[src/rtl/hmc_defs.vh]
// Purpose: constants of the heater module channel state block
// Assumes: 50 MHz system clock, nine heating channels
// Notes: bit positions refer to the control, module state and channel state words
`ifndef HMC_DEFS_VH
`define HMC_DEFS_VH

// clock and timing
`define HMC_CLK_KHZ 50000
`define HMC_PHASE_TOL_MS 2000
// 2000 ms at 50000 cycles per ms, sized to the counter so nothing is cut silently
`define HMC_PHASE_TOL_CYC 27'd100000000
`define HMC_PHASE_CNT_W 27

// geometry
`define HMC_NUM_CH 9
`define HMC_NUM_PH 3
`define HMC_WORD_W 16
`define HMC_CAUSE_W 5

// control word fields
`define HMC_CW_CH_LSB 0
`define HMC_CW_MASTER_ON 14
`define HMC_CW_ERR_RESET 15

// module state word fields
`define HMC_MS_READY_ON 0
`define HMC_MS_READY_OP 1
`define HMC_MS_ERROR 2
`define HMC_MS_STATE_LSB 4
`define HMC_MS_STATE_MSB 5

// channel state word fields
`define HMC_CS_ON 0
`define HMC_CS_WARMUP 1
`define HMC_CS_ERROR 2
`define HMC_CS_FUSE_OK 3
`define HMC_CS_CAUSE_LSB 8
`define HMC_CS_CAUSE_MSB 12

// module error codes
`define HMC_EC_NONE 4'h0
`define HMC_EC_PARAM 4'h1
`define HMC_EC_SUPPLY 4'h2
`define HMC_EC_WDOG 4'h3
`define HMC_EC_CHANNEL 4'h4
`define HMC_EC_FAN 4'h5
`define HMC_EC_TEMP 4'h6
`define HMC_EC_PHASE 4'h7
`define HMC_EC_FREQ 4'h8

// reset values
`define HMC_RST_WORD 16'h0000
`define HMC_RST_CODE 4'h0

`endif

[src/rtl/hmc_chan.v]
// Purpose: state and error latch of one heating channel
// Assumes: inputs synchronous to clk
// Notes: error monitoring only runs while the channel is activated
`timescale 1ns/1ps
`default_nettype none
`include "hmc_defs.vh"

module hmc_chan (
  // clock and reset
  input wire clk,
  input wire rst,
  // control
  input wire act,
  input wire run_allowed,
  // power stage feedback
  input wire power_ok,
  input wire warmup,
  input wire fuse_ok,
  input wire [`HMC_CAUSE_W-1:0] cause,
  // results
  output reg enable,
  output reg [`HMC_WORD_W-1:0] state_word
);

  reg err;
  reg [`HMC_CAUSE_W-1:0] err_cause;
  wire fault;
  wire next_enable;

  // monitoring is tied to act, so it restarts cleanly on every re-activation
  assign fault = act && (cause != {`HMC_CAUSE_W{1'b0}});
  assign next_enable = act && run_allowed && !err && !fault;

  always @(posedge clk or posedge rst) begin
    if (rst) begin
      err <= 1'b0;
      err_cause <= {`HMC_CAUSE_W{1'b0}};
    end else if (fault) begin
      // set wins over clear
      err <= 1'b1;
      err_cause <= cause;
    end else if (!act) begin
      // held until the channel bit drops, whatever the master flag does
      err <= 1'b0;
      err_cause <= {`HMC_CAUSE_W{1'b0}};
    end
  end

  always @(posedge clk or posedge rst) begin
    if (rst) begin
      enable <= 1'b0;
      state_word <= `HMC_RST_WORD;
    end else begin
      enable <= next_enable;
      state_word <= `HMC_RST_WORD;
      state_word[`HMC_CS_ON] <= next_enable && (power_ok || warmup);
      state_word[`HMC_CS_WARMUP] <= next_enable && warmup;
      state_word[`HMC_CS_ERROR] <= (err || fault) && act;
      state_word[`HMC_CS_FUSE_OK] <= fuse_ok;
      // a dropped channel shows no stale cause while its latch empties
      state_word[`HMC_CS_CAUSE_MSB:`HMC_CS_CAUSE_LSB] <= act ? (fault ? cause : err_cause) :
        {`HMC_CAUSE_W{1'b0}};
    end
  end

endmodule
`default_nettype wire

[src/rtl/hmc_heater_state.v]
// Purpose: module and channel state logic of a nine channel heater controller
// Assumes: all inputs synchronous to SYS_CLK; control word held by the fieldbus side
// Notes: status words are re-registered every clock and need no request
// Notes: module error reset is level sensitive on the reset bit
// Notes: channel error reset is the drop of the channel bit
//
// What this block does
// - module state word sent continuously, unrequested
// - ready-on needs 24V, mains and frequency
// - ready-operate is ready-on plus master on
// - module error: flag, code, all channels off
// - bit 15 clears error once cause gone
// - after reset return to ready-on, outputs stay off
// - outputs resume only on master-on rising edge
// - report state of every activated channel
// - channel on while activated and powered
// - warm-up flag while phase-angle warm-up runs
// - channel error sets flag, switches channel off
// - state bits 8 to 12 hold cause
// - channel control bit resets channel error
// - monitoring restarts on channel re-activation
// - master off: errors held until bit cleared
// - channel errors only for activated channels
// - channel word shows output fuse condition
// - nine independent channels with own state
// - phase out of tolerance over 2 s
// - fuse, switch, load faults need no master
`timescale 1ns/1ps
`default_nettype none
`include "hmc_defs.vh"

module hmc_heater_state #(
  parameter [`HMC_PHASE_CNT_W-1:0] PHASE_TOL_CYCLES = `HMC_PHASE_TOL_CYC
) (
  // clock and reset
  input wire SYS_CLK,
  input wire RESET,
  // control word from the fieldbus master
  input wire [`HMC_WORD_W-1:0] CTRL_WORD,
  // supply monitors
  input wire SUPPLY_24V_OK,
  input wire MAINS_OK,
  input wire FREQ_DETECTED,
  input wire FREQ_OUT_OF_RANGE,
  input wire [`HMC_NUM_PH-1:0] PHASE_IN_TOL,
  // other module error causes
  input wire PARAM_INVALID,
  input wire WATCHDOG_EXPIRED,
  input wire FAN_FAILED,
  input wire HEATSINK_OVERTEMP,
  // per channel feedback from the power stage
  input wire [`HMC_NUM_CH-1:0] CH_POWER_OK,
  input wire [`HMC_NUM_CH-1:0] CH_WARMUP,
  input wire [`HMC_NUM_CH-1:0] CH_FUSE_OK,
  input wire [`HMC_NUM_CH*`HMC_CAUSE_W-1:0] CH_CAUSE,
  // status to the fieldbus master
  output reg [`HMC_WORD_W-1:0] MODULE_STATE,
  output reg [`HMC_WORD_W-1:0] MODULE_ERR_WORD,
  output wire [`HMC_NUM_CH*`HMC_WORD_W-1:0] CH_STATE,
  // channel enables to the power stage
  output wire [`HMC_NUM_CH-1:0] CH_ENABLE
);

  // module states
  localparam [1:0] ST_NOT_READY = 2'h0;
  localparam [1:0] ST_READY_ON = 2'h1;
  localparam [1:0] ST_OPERATE = 2'h2;
  localparam [1:0] ST_FAULT = 2'h3;

  reg [1:0] state;
  reg [1:0] next_state;
  reg mod_err;
  reg [3:0] err_code;
  reg [3:0] next_code;
  reg master_prev;
  reg armed;
  reg run_allowed;
  reg [`HMC_NUM_CH-1:0] ch_err_seen;

  wire master_on;
  wire master_rise;
  wire err_reset_req;
  wire supplies_good;
  wire [`HMC_NUM_PH-1:0] phase_over;
  wire cause_present;
  wire ready_on;
  wire [`HMC_NUM_CH-1:0] ch_act;
  wire next_run_allowed;

  // one flag per module error cause
  wire cause_param;
  wire cause_supply;
  wire cause_wdog;
  wire cause_fan;
  wire cause_temp;
  wire cause_phase;
  wire cause_freq;

  // status words before their output registers
  reg [`HMC_WORD_W-1:0] next_mod_state;
  reg [`HMC_WORD_W-1:0] next_err_word;
  wire [`HMC_NUM_CH-1:0] ch_err_bit;
  wire ch_err_any;

  assign master_on = CTRL_WORD[`HMC_CW_MASTER_ON];
  assign err_reset_req = CTRL_WORD[`HMC_CW_ERR_RESET];
  assign master_rise = master_on && !master_prev;
  assign ch_act = CTRL_WORD[`HMC_CW_CH_LSB+`HMC_NUM_CH-1:`HMC_CW_CH_LSB];

  // all three supply conditions together
  assign supplies_good = SUPPLY_24V_OK && MAINS_OK && FREQ_DETECTED;

  // phase tolerance timers; a short excursion is filtered, a long one is an error
  genvar p;
  generate
    for (p = 0; p < `HMC_NUM_PH; p = p + 1) begin : g_phase
      reg [`HMC_PHASE_CNT_W-1:0] cnt;
      always @(posedge SYS_CLK or posedge RESET) begin
        if (RESET) begin
          cnt <= {`HMC_PHASE_CNT_W{1'b0}};
        end else if (PHASE_IN_TOL[p]) begin
          cnt <= {`HMC_PHASE_CNT_W{1'b0}};
        end else if (cnt != PHASE_TOL_CYCLES) begin
          cnt <= cnt + {{(`HMC_PHASE_CNT_W-1){1'b0}}, 1'b1};
        end
      end
      // saturating count; out of band for the full time counts as expired
      assign phase_over[p] = (cnt == PHASE_TOL_CYCLES);
    end
  endgenerate

  // causes listed in code priority order
  assign cause_param = PARAM_INVALID;
  assign cause_supply = !SUPPLY_24V_OK;
  assign cause_wdog = WATCHDOG_EXPIRED;
  assign cause_fan = FAN_FAILED;
  assign cause_temp = HEATSINK_OVERTEMP;
  assign cause_phase = |phase_over;
  assign cause_freq = FREQ_OUT_OF_RANGE;

  // any module error cause, phase, frequency and supply included
  assign cause_present = cause_param || cause_supply || cause_wdog || cause_fan ||
                         cause_temp || cause_phase || cause_freq;

  // ready-on also requires no latched module error
  assign ready_on = supplies_good && !mod_err;

  // lowest code wins when several causes are present at once
  always @* begin
    next_code = `HMC_EC_NONE;
    if (PARAM_INVALID) begin
      next_code = `HMC_EC_PARAM;
    end else if (!SUPPLY_24V_OK) begin
      next_code = `HMC_EC_SUPPLY;
    end else if (WATCHDOG_EXPIRED) begin
      next_code = `HMC_EC_WDOG;
    end else if (FAN_FAILED) begin
      next_code = `HMC_EC_FAN;
    end else if (HEATSINK_OVERTEMP) begin
      next_code = `HMC_EC_TEMP;
    end else if (|phase_over) begin
      next_code = `HMC_EC_PHASE;
    end else if (FREQ_OUT_OF_RANGE) begin
      next_code = `HMC_EC_FREQ;
    end
  end

  // module error flag; a present cause blocks the reset, so set wins
  always @(posedge SYS_CLK or posedge RESET) begin
    if (RESET) begin
      mod_err <= 1'b0;
    end else if (cause_present) begin
      mod_err <= 1'b1;
    end else if (mod_err && err_reset_req) begin
      mod_err <= 1'b0;
    end
  end

  // code of the latched error, kept for diagnosis until the reset
  always @(posedge SYS_CLK or posedge RESET) begin
    if (RESET) begin
      err_code <= `HMC_RST_CODE;
    end else if (cause_present) begin
      err_code <= next_code;
    end else if (mod_err && err_reset_req) begin
      err_code <= `HMC_RST_CODE;
    end
  end

  // previous master-on level; reset value matches the idle level of the bit
  always @(posedge SYS_CLK or posedge RESET) begin
    if (RESET) begin
      master_prev <= 1'b0;
    end else begin
      master_prev <= master_on;
    end
  end

  // outputs re-armed only by a fresh master-on edge after a module error
  always @(posedge SYS_CLK or posedge RESET) begin
    if (RESET) begin
      armed <= 1'b1;
    end else if (cause_present || mod_err) begin
      armed <= 1'b0;
    end else if (master_rise) begin
      armed <= 1'b1;
    end
  end

  // module state sequence
  always @* begin
    next_state = state;
    case (state)
      ST_NOT_READY: begin
        if (mod_err || cause_present) begin
          next_state = ST_FAULT;
        end else if (supplies_good) begin
          next_state = ST_READY_ON;
        end
      end
      ST_READY_ON: begin
        if (mod_err || cause_present) begin
          next_state = ST_FAULT;
        end else if (!supplies_good) begin
          next_state = ST_NOT_READY;
        end else if (master_on) begin
          next_state = ST_OPERATE;
        end
      end
      ST_OPERATE: begin
        if (mod_err || cause_present) begin
          next_state = ST_FAULT;
        end else if (!supplies_good) begin
          next_state = ST_NOT_READY;
        end else if (!master_on) begin
          next_state = ST_READY_ON;
        end
      end
      ST_FAULT: begin
        // after a reset with no cause left the module returns to ready-on, or to not-ready without supplies, outputs off
        if (!cause_present && err_reset_req) begin
          next_state = supplies_good ? ST_READY_ON : ST_NOT_READY;
        end
      end
      default: begin
        next_state = ST_NOT_READY;
      end
    endcase
  end

  always @(posedge SYS_CLK or posedge RESET) begin
    if (RESET) begin
      state <= ST_NOT_READY;
    end else begin
      state <= next_state;
    end
  end

  // every channel drops two clocks after a module error cause appears
  assign next_run_allowed = armed && master_on && ready_on && !cause_present;

  always @(posedge SYS_CLK or posedge RESET) begin
    if (RESET) begin
      run_allowed <= 1'b0;
    end else begin
      run_allowed <= next_run_allowed;
    end
  end

  // nine channels, each with its own latch and state word
  genvar c;
  generate
    for (c = 0; c < `HMC_NUM_CH; c = c + 1) begin : g_ch
      hmc_chan u_chan (
        .clk(SYS_CLK),
        .rst(RESET),
        .act(ch_act[c]),
        .run_allowed(run_allowed),
        .power_ok(CH_POWER_OK[c]),
        .warmup(CH_WARMUP[c]),
        .fuse_ok(CH_FUSE_OK[c]),
        .cause(CH_CAUSE[c*`HMC_CAUSE_W +: `HMC_CAUSE_W]),
        .enable(CH_ENABLE[c]),
        .state_word(CH_STATE[c*`HMC_WORD_W +: `HMC_WORD_W])
      );
      assign ch_err_bit[c] = CH_STATE[c*`HMC_WORD_W + `HMC_CS_ERROR];
    end
  endgenerate

  // one process for all flags keeps a single driver on the vector
  always @(posedge SYS_CLK or posedge RESET) begin
    if (RESET) begin
      ch_err_seen <= {`HMC_NUM_CH{1'b0}};
    end else begin
      ch_err_seen <= ch_err_bit;
    end
  end

  assign ch_err_any = |ch_err_seen;

  // module state word, built in full before it is registered
  always @* begin
    next_mod_state = `HMC_RST_WORD;
    next_mod_state[`HMC_MS_READY_ON] = ready_on && !cause_present;
    next_mod_state[`HMC_MS_READY_OP] = ready_on && !cause_present && master_on;
    next_mod_state[`HMC_MS_ERROR] = mod_err || cause_present;
    next_mod_state[`HMC_MS_STATE_MSB:`HMC_MS_STATE_LSB] = next_state;
  end

  // a live cause shows its own code before the latch has caught it
  always @* begin
    next_err_word = `HMC_RST_WORD;
    if (cause_present) begin
      next_err_word[3:0] = next_code;
    end else if (mod_err) begin
      next_err_word[3:0] = err_code;
    end else if (ch_err_any) begin
      // channel fault only, the rest of the module keeps running
      next_err_word[3:0] = `HMC_EC_CHANNEL;
    end
  end

  // status words refreshed on every clock, no poll needed
  always @(posedge SYS_CLK or posedge RESET) begin
    if (RESET) begin
      MODULE_STATE <= `HMC_RST_WORD;
    end else begin
      MODULE_STATE <= next_mod_state;
    end
  end

  always @(posedge SYS_CLK or posedge RESET) begin
    if (RESET) begin
      MODULE_ERR_WORD <= `HMC_RST_WORD;
    end else begin
      MODULE_ERR_WORD <= next_err_word;
    end
  end

endmodule
`default_nettype wire

[config.mk]
export PLATFORM = sky130hd
export DESIGN_NAME = hmc_heater_state
export DESIGN_NICKNAME = d
export VERILOG_FILES = /design/src/rtl/hmc_chan.v /design/src/rtl/hmc_heater_state.v
export VERILOG_INCLUDE_DIRS = /design/src /design/src/rtl
export SDC_FILE = /design/constraint.sdc
export NUM_CORES = 1
export LEC_CHECK = 0
export BUFFER_PORTS_ARGS = -buffer_cell sky130_fd_sc_hd__buf_2
export CORE_MARGIN = 3
export CORE_UTILIZATION = 35
export DETAILED_ROUTE_END_ITERATION = 7
export PLACE_DENSITY_LB_ADDON = 0.08
export SETUP_SLACK_MARGIN = 0.1
export SLEW_MARGIN = 20
export SYNTH_ARGS = -nofsm -noshare
export SYNTH_HDL_FRONTEND = slang
export SYNTH_HIERARCHICAL = 1
export SYNTH_SLANG_ARGS = --single-unit
[constraint.sdc]
create_clock -name SYS_CLK -period 5 [get_ports SYS_CLK]
set_input_delay 0.75 -clock SYS_CLK [delete_from_list [all_inputs] [get_ports SYS_CLK]]
set_output_delay 0.75 -clock SYS_CLK [all_outputs]
set_load 0.01 [all_outputs]
Yosys cells after proc, flatten, opt, wreduce, memory -nomap -nowiden
Cells that the tools add are included.
{"block": "word_totals", "regBits": 253, "output_inout_bits": 185, "wordCells": 294}
{"block": "classes", "add_sub_neg": 3, "n_eq_ne": 18, "mux": 87, "n_reduce_logical": 138}
{"operator": "$mux W5", "n": 36}
{"operator": "$mux W27", "n": 6}
{"operator": "$add A27 B1 Y27 const B", "n": 3}
{"operator": "$eq A27 B27 Y1 const B", "n": 3}
{"operator": "$ne A27 B27 Y1 const B", "n": 3}
{"operator": "$logic_and A1 B1 Y1", "n": 74}
{"operator": "$reduce_bool A5 Y1", "n": 9}
{"operator": "$mux W4", "n": 11}
{"operator": "$logic_or A1 B1 Y1", "n": 25}
{"operator": "$mux W1", "n": 23}
{"operator": "$logic_not A1 Y1", "n": 22}
{"operator": "$mux W2", "n": 9}
{"operator": "$ne A2 B1 Y1 const B", "n": 9}
{"operator": "$reduce_bool A2 Y1", "n": 5}
{"operator": "$reduce_or A9 Y1", "n": 1}
{"operator": "$pmux W2 S4", "n": 1}
{"operator": "$eq A2 B2 Y1 const B", "n": 2}
{"operator": "$mux W3", "n": 1}
{"operator": "$reduce_or A3 Y1", "n": 1}
{"operator": "$eq A2 B1 Y1 const B", "n": 1}
{"operator": "$logic_not A2 Y1", "n": 1}

Longest topological paths before layout
{"block": "logic_depth", "depth_word": 11, "mapped_depth": 9, "mapped_depth_nobuf": 8}

By module
The synthesis kept the hierarchy.
{"module": "hmc_chan at g_ch[1].u_chan ...", "instances": 8, "cells_per_inst": 55, "area_each_um2": 663.1, "seq_area_each_um2": 400.4}
{"module": "hmc_heater_state", "instances": 1, "cells_per_inst": 539, "area_each_um2": 5297.6, "seq_area_each_um2": 2678.8}
{"module": "hmc_chan at g_ch[0].u_chan", "instances": 1, "cells_per_inst": 56, "area_each_um2": 671.9, "seq_area_each_um2": 400.4}

Least setup slack after synthesis
OpenSTA, ideal clock, no wires.
{"block": "synth_timing", "path_kind": "reg2reg", "startpoint": "register g_phase[2].cnt[0]", "endpoint": "register mod_err", "arrival_ns": 2.106, "required_ns": 4.876, "slack_ns": 2.770, "path_stages_with_launch": 10, "synth_period_minus_slack_ns": 2.230, "cell_sequence": "dfrtp_1 -> inv_1 -> ha_1 -> nor4bb_1 -> nand4_1 -> nor4_1 -> or3_4 -> or4_4 -> buf_6 -> a211o_1"}
{"block": "synth_via", "elab_chain_len": 5, "elab_cells_between_ends": 6, "classes_between": "1 x eq/ne; 1 x mux; 4 x reduce/logical"}
{"element": "start: declaration", "line": "hmc_heater_state.v:117", "rtl": "reg [`HMC_PHASE_CNT_W-1:0] cnt;"}
{"element": "start signal: assignment", "line": "hmc_heater_state.v:120", "rtl": "cnt <= {`HMC_PHASE_CNT_W{1'b0}};"}
{"element": "start signal: assignment", "line": "hmc_heater_state.v:122", "rtl": "cnt <= {`HMC_PHASE_CNT_W{1'b0}};"}
{"element": "start signal: assignment", "line": "hmc_heater_state.v:124", "rtl": "cnt <= cnt + {{(`HMC_PHASE_CNT_W-1){1'b0}}, 1'b1};"}
{"element": "$eq A27 B27 Y1 (*)", "line": "hmc_heater_state.v:128", "rtl": "assign phase_over[p] = (cnt == PHASE_TOL_CYCLES);"}
{"element": "$reduce_or A3 Y1 (*)", "line": "hmc_heater_state.v:138", "rtl": "assign cause_phase = |phase_over;"}
{"element": "$logic_or A1 B1 Y1 (*) (2 in series)", "line": "hmc_heater_state.v:143", "rtl": "cause_temp || cause_phase || cause_freq;"}
{"element": "$mux W1 / $reduce_bool A2 Y1 (equally long branches)"}
{"element": "end signal: assignment", "line": "hmc_heater_state.v:171", "rtl": "mod_err <= 1'b0;"}
{"element": "end signal: assignment", "line": "hmc_heater_state.v:173", "rtl": "mod_err <= 1'b1;"}
{"element": "end signal: assignment", "line": "hmc_heater_state.v:175", "rtl": "mod_err <= 1'b0;"}
{"element": "end: declaration", "line": "hmc_heater_state.v:72", "rtl": "reg mod_err;"}
Mark *: on every way between the ends. The rest lies on a longest branch, timed or not.
A chain may end at the register's enable or synchronous reset.

Final worst setup path
{"block": "layout_timing", "startpoint": "register g_phase[2].cnt[0]", "endpoint": "register MODULE_STATE[5]"}
{"block": "layout_via", "elab_chain_len": 8, "elab_cells_between_ends": 12, "classes_between": "1 x eq/ne; 5 x mux; 6 x reduce/logical"}
{"element": "$eq A27 B27 Y1 (*)", "line": "hmc_heater_state.v:128"}
{"element": "$reduce_or A3 Y1 (*)", "line": "hmc_heater_state.v:138"}
{"element": "$logic_or A1 B1 Y1 (*) (2 in series)", "line": "hmc_heater_state.v:143"}
{"element": "$logic_not A1 Y1", "line": "hmc_heater_state.v:241", "rtl": "if (!cause_present && err_reset_req) begin"}
{"element": "$logic_and A1 B1 Y1", "line": "hmc_heater_state.v:241"}
{"element": "$mux W2", "line": "hmc_heater_state.v:241"}
{"element": "$pmux W2 S4 (*)", "line": "hmc_heater_state.v:213", "rtl": "case (state)"}
{"element": "net next_mod_state[5]", "line": "hmc_heater_state.v:100", "rtl": "reg [`HMC_WORD_W-1:0] next_mod_state;"}
{"element": "end signal: assignment", "line": "hmc_heater_state.v:326", "rtl": "MODULE_STATE <= `HMC_RST_WORD;"}
{"element": "end signal: assignment", "line": "hmc_heater_state.v:328", "rtl": "MODULE_STATE <= next_mod_state;"}
{"element": "end: declaration", "line": "hmc_heater_state.v:57", "rtl": "output reg [`HMC_WORD_W-1:0] MODULE_STATE,"}
Mark *: on every way through the listed nets, which the timed path passes. The rest lies on a longest branch.

==> reports/qor.txt <==
Yosys warning count = 6
internal power = 3530 uW
register bit count reported by yosys = 251
Ports = 286
most frequent cells in the layout = 250 x dfrtp_1, 194 x buf_2, 111 x nor2_1
post-DP HPWL = 18.0 mm
sw frac = 23.5%
Synth Area in XOR/XNOR = 5.83%
synthesized area = 0.0113 mm^2
Layout area overhead = 17.6%
FILL cells = 3094
Synth cell types = 53
sequential element share of the synthesized area = 55.7%
total track usage = 14.5%
1st-iter DRT viols = 365
Post-Layout Cell Count = 1644
Post-Syn Instances = 1035
clock power share = 47.1%
Top FF cell, synth = dfrtp_1
EDFF count, synth = 0
Tmin final = 2.46 ns
Slew Viols, Final = 0
Synth Area in Adders = 0.755%
die area = 0.0344 mm^2
CTS Root Cell = clkbuf_16
count of input and output buffers = 194
worst skew pair latency = 0.56 ns
Gate power share = 6.8%
Die Height = 185 um
largest family of logic cells by synthesized area = simple AND/OR/NAND/NOR gates
die extent in x = 185 um
final hold vios = 0
Final Wtd Congestion = 0.721
# clock sinks = 251
fin crit share = 49.3%
worst endpoint required time = 5.43 ns
initial antenna violation count = 1
CP Launch Type = flop
DRC Markers = 0
VDD IR max = 0.294 mV
Leak Pwr = 0.00609 uW
Worst setup EP type = flop
global route overflow = 0
Setup violations, final = 0
Hold-fix buffers, CTS = 0
Critical Path AT = 2.89 ns
FF/Latch Area = 0.00628 mm^2
CTS tree = done
most common cell after layout, fill and taps aside = dfrtp_1
layout net count = 1327
Synth Area in Compound Gates = 9.51%
via count = 7856
final hold slack = 0.295 ns
Rel. slew slack = 51.9%
Worst Slack Setup Final = 2.54 ns
share of post-route cells with drive strength above 1 = 21.9%
register share of total power = 46.1%
pin count of the biggest net entering global routing = 77
global-route wire length before repair = 41.0 mm
post-CTS resize count = 0
synthesized-area fraction occupied by and/or/nand/nor cells = 19.4%
PD cells = 348 mW/mm^2
clock slew at reported path FFs = 0.06 ns
# Max-Cap Violations = 0
ANT nets after route = 0
Peak Freq = 406 MHz
DR vias/cell = 4.78
total core area = 0.0316 mm^2
WL/cell = 15.5 um
Design Power = 4620 uW
slew of the pin with the lowest slew margin = 0.715 ns
Post-CTS Setup Bufs = 0
antenna cells = 0
Crit Path Category = reg2reg
first-pass detailed-route iteration total = 4
vias in the first global route = 7817
Synth Area per Inst = 10.9 um^2
status = finished, final reports clean
Async S/R FF share, synth = 100%
H-tree depth = 1
WL final = 25.5 mm
pre-CTS WS = 2.53 ns
dpl cells = 1590
mux cell area share after synthesis = 0.178%
initial core utilization = 35.6%
setup TNS = 0 ns
NetSw = 1080 uW
skew final = 0.0209 ns
TritonCTS Buffers = 30
worst min path class = in2reg
Crit Path Max Fanout = 12
Multi-input gate area = 0.00435 mm^2
FP Rows = 65
RSZ-0062 raised after global routing = no
CTS max path bufs = 3
kinds of logic after synthesis:
logic type,after synthesis
and+or+nand+nor,400
DFF,251
buffers and inverters,156
AOI/OAI and AO/OA,134
xor gates and xnor gates,75
other,10
adders and majority gates,7
muxes,2
final timing paths:
check                                                  start                            end  slack [ns]  cells past startpoint
worst max-delay path                       g_phase[2].cnt[0]                MODULE_STATE[5]        2.54                      8
min in group asynchronous                              RESET  g_ch[7].u_chan/state_word[11]        0.42                      2
max in group asynchronous                              RESET             g_phase[2].cnt[21]        3.66                      3
worst min-delay path                           CH_FUSE_OK[1]   g_ch[1].u_chan/state_word[3]        0.29                      1
worst min register to register  g_ch[1].u_chan/state_word[2]                 ch_err_seen[1]        0.37                      0
worst max register to register             g_phase[2].cnt[0]                MODULE_STATE[5]        2.54                      8
Yosys cell counts (6+ instances only):
| cell | number | area (um^2) |
|---|---|---|
| dfrtp_1 | 250 | 6260 |
| nor2_1 | 111 | 417 |
| buf_4 | 87 | 653 |
| nand2_1 | 83 | 312 |
| xor2_1 | 39 | 342 |
| inv_1 | 38 | 143 |
| a32o_1 | 36 | 360 |
| nand3_1 | 36 | 180 |
| xnor2_1 | 36 | 315 |
| o31ai_1 | 35 | 263 |
| nor3_1 | 26 | 130 |
| o21ai_0 | 26 | 130 |
| nor4_1 | 21 | 131 |
| clkbuf_1 | 18 | 67.6 |
| nand4_1 | 18 | 113 |
| o41a_1 | 18 | 203 |
| or3_1 | 15 | 93.8 |
| a21oi_1 | 10 | 50.1 |
| conb_1 | 10 | 37.5 |
| or4_4 | 10 | 113 |
| and4_1 | 9 | 78.8 |
| and2b_1 | 8 | 60.1 |
| clkbuf_2 | 8 | 40.0 |
| nor3_2 | 8 | 80.1 |
| or4bb_1 | 8 | 90.1 |
| and3_1 | 7 | 43.8 |
| ha_1 | 6 | 75.1 |
through the flow:
step | util [%] | area, um^2
after floorplan | - | 11600
after global placement | 38.7 | 12300
after detailed placement | 38.7 | 12300
after CTS | 41.9 | 13300
after global routing | 41.9 | 13300
final | 41.9 | 13300
state kept, by name, indices dropped and copies added, names as in the netlist:
register	cells
g_phase.cnt	81
run_allowed	1
MODULE_STATE	4
MODULE_ERR_WORD	4
armed	1
err_code	4
g_ch.u_chan/err_cause	45
g_ch.u_chan/state_word	81
g_ch.u_chan/err	9
ch_err_seen	9
g_ch.u_chan/enable	9
mod_err	1
state	1
master_prev	1
power groups by stage:
stage / clock, uW / sequential [uW] / combinational, uW
3_5_place_dp: 0 / 2160 / 322
3_3_place_gp: 0 / 2160 / 322
4_1_cts: 2260 / 2130 / 323
2_1_floorplan: 0 / 2170 / 220
5_1_grt: 2330 / 2130 / 364
6_report: 2170 / 2130 / 316
worst max-delay path: stages (launching register included):
cell and delay, ns:
dfrtp_1 0.43, inv_1 0.06, ha_1 0.19, nor4bb_1 0.14, nand4_1 0.12, nor4_1 0.08
or3_4 0.39, or4_4 0.54, or3_1 0.38
metal layers:
metal / vias up / GRT usage [%] / share of wire [%]
met5: - / 0 / 0.079
met4: 2 / 3.12 / 1.9
met3: 35 / 4.67 / 7.1
met2: 174 / 22.5 / 46
met1: 3795 / 20.1 / 45
li1: 3850 / - / -
final cells by class:
class                           instances  area share, %
Tap cell                              402           3.79
Timing Repair Buffer                  195           7.38
Clock buffer                           47           6.82
Multi-Input combinational cell        704           32.8
Clock inverter                          7          0.727
Inverter                               38           1.11
Sequential cell                       251           47.4
No activity file was read; power rests on OpenSTA's default activity.
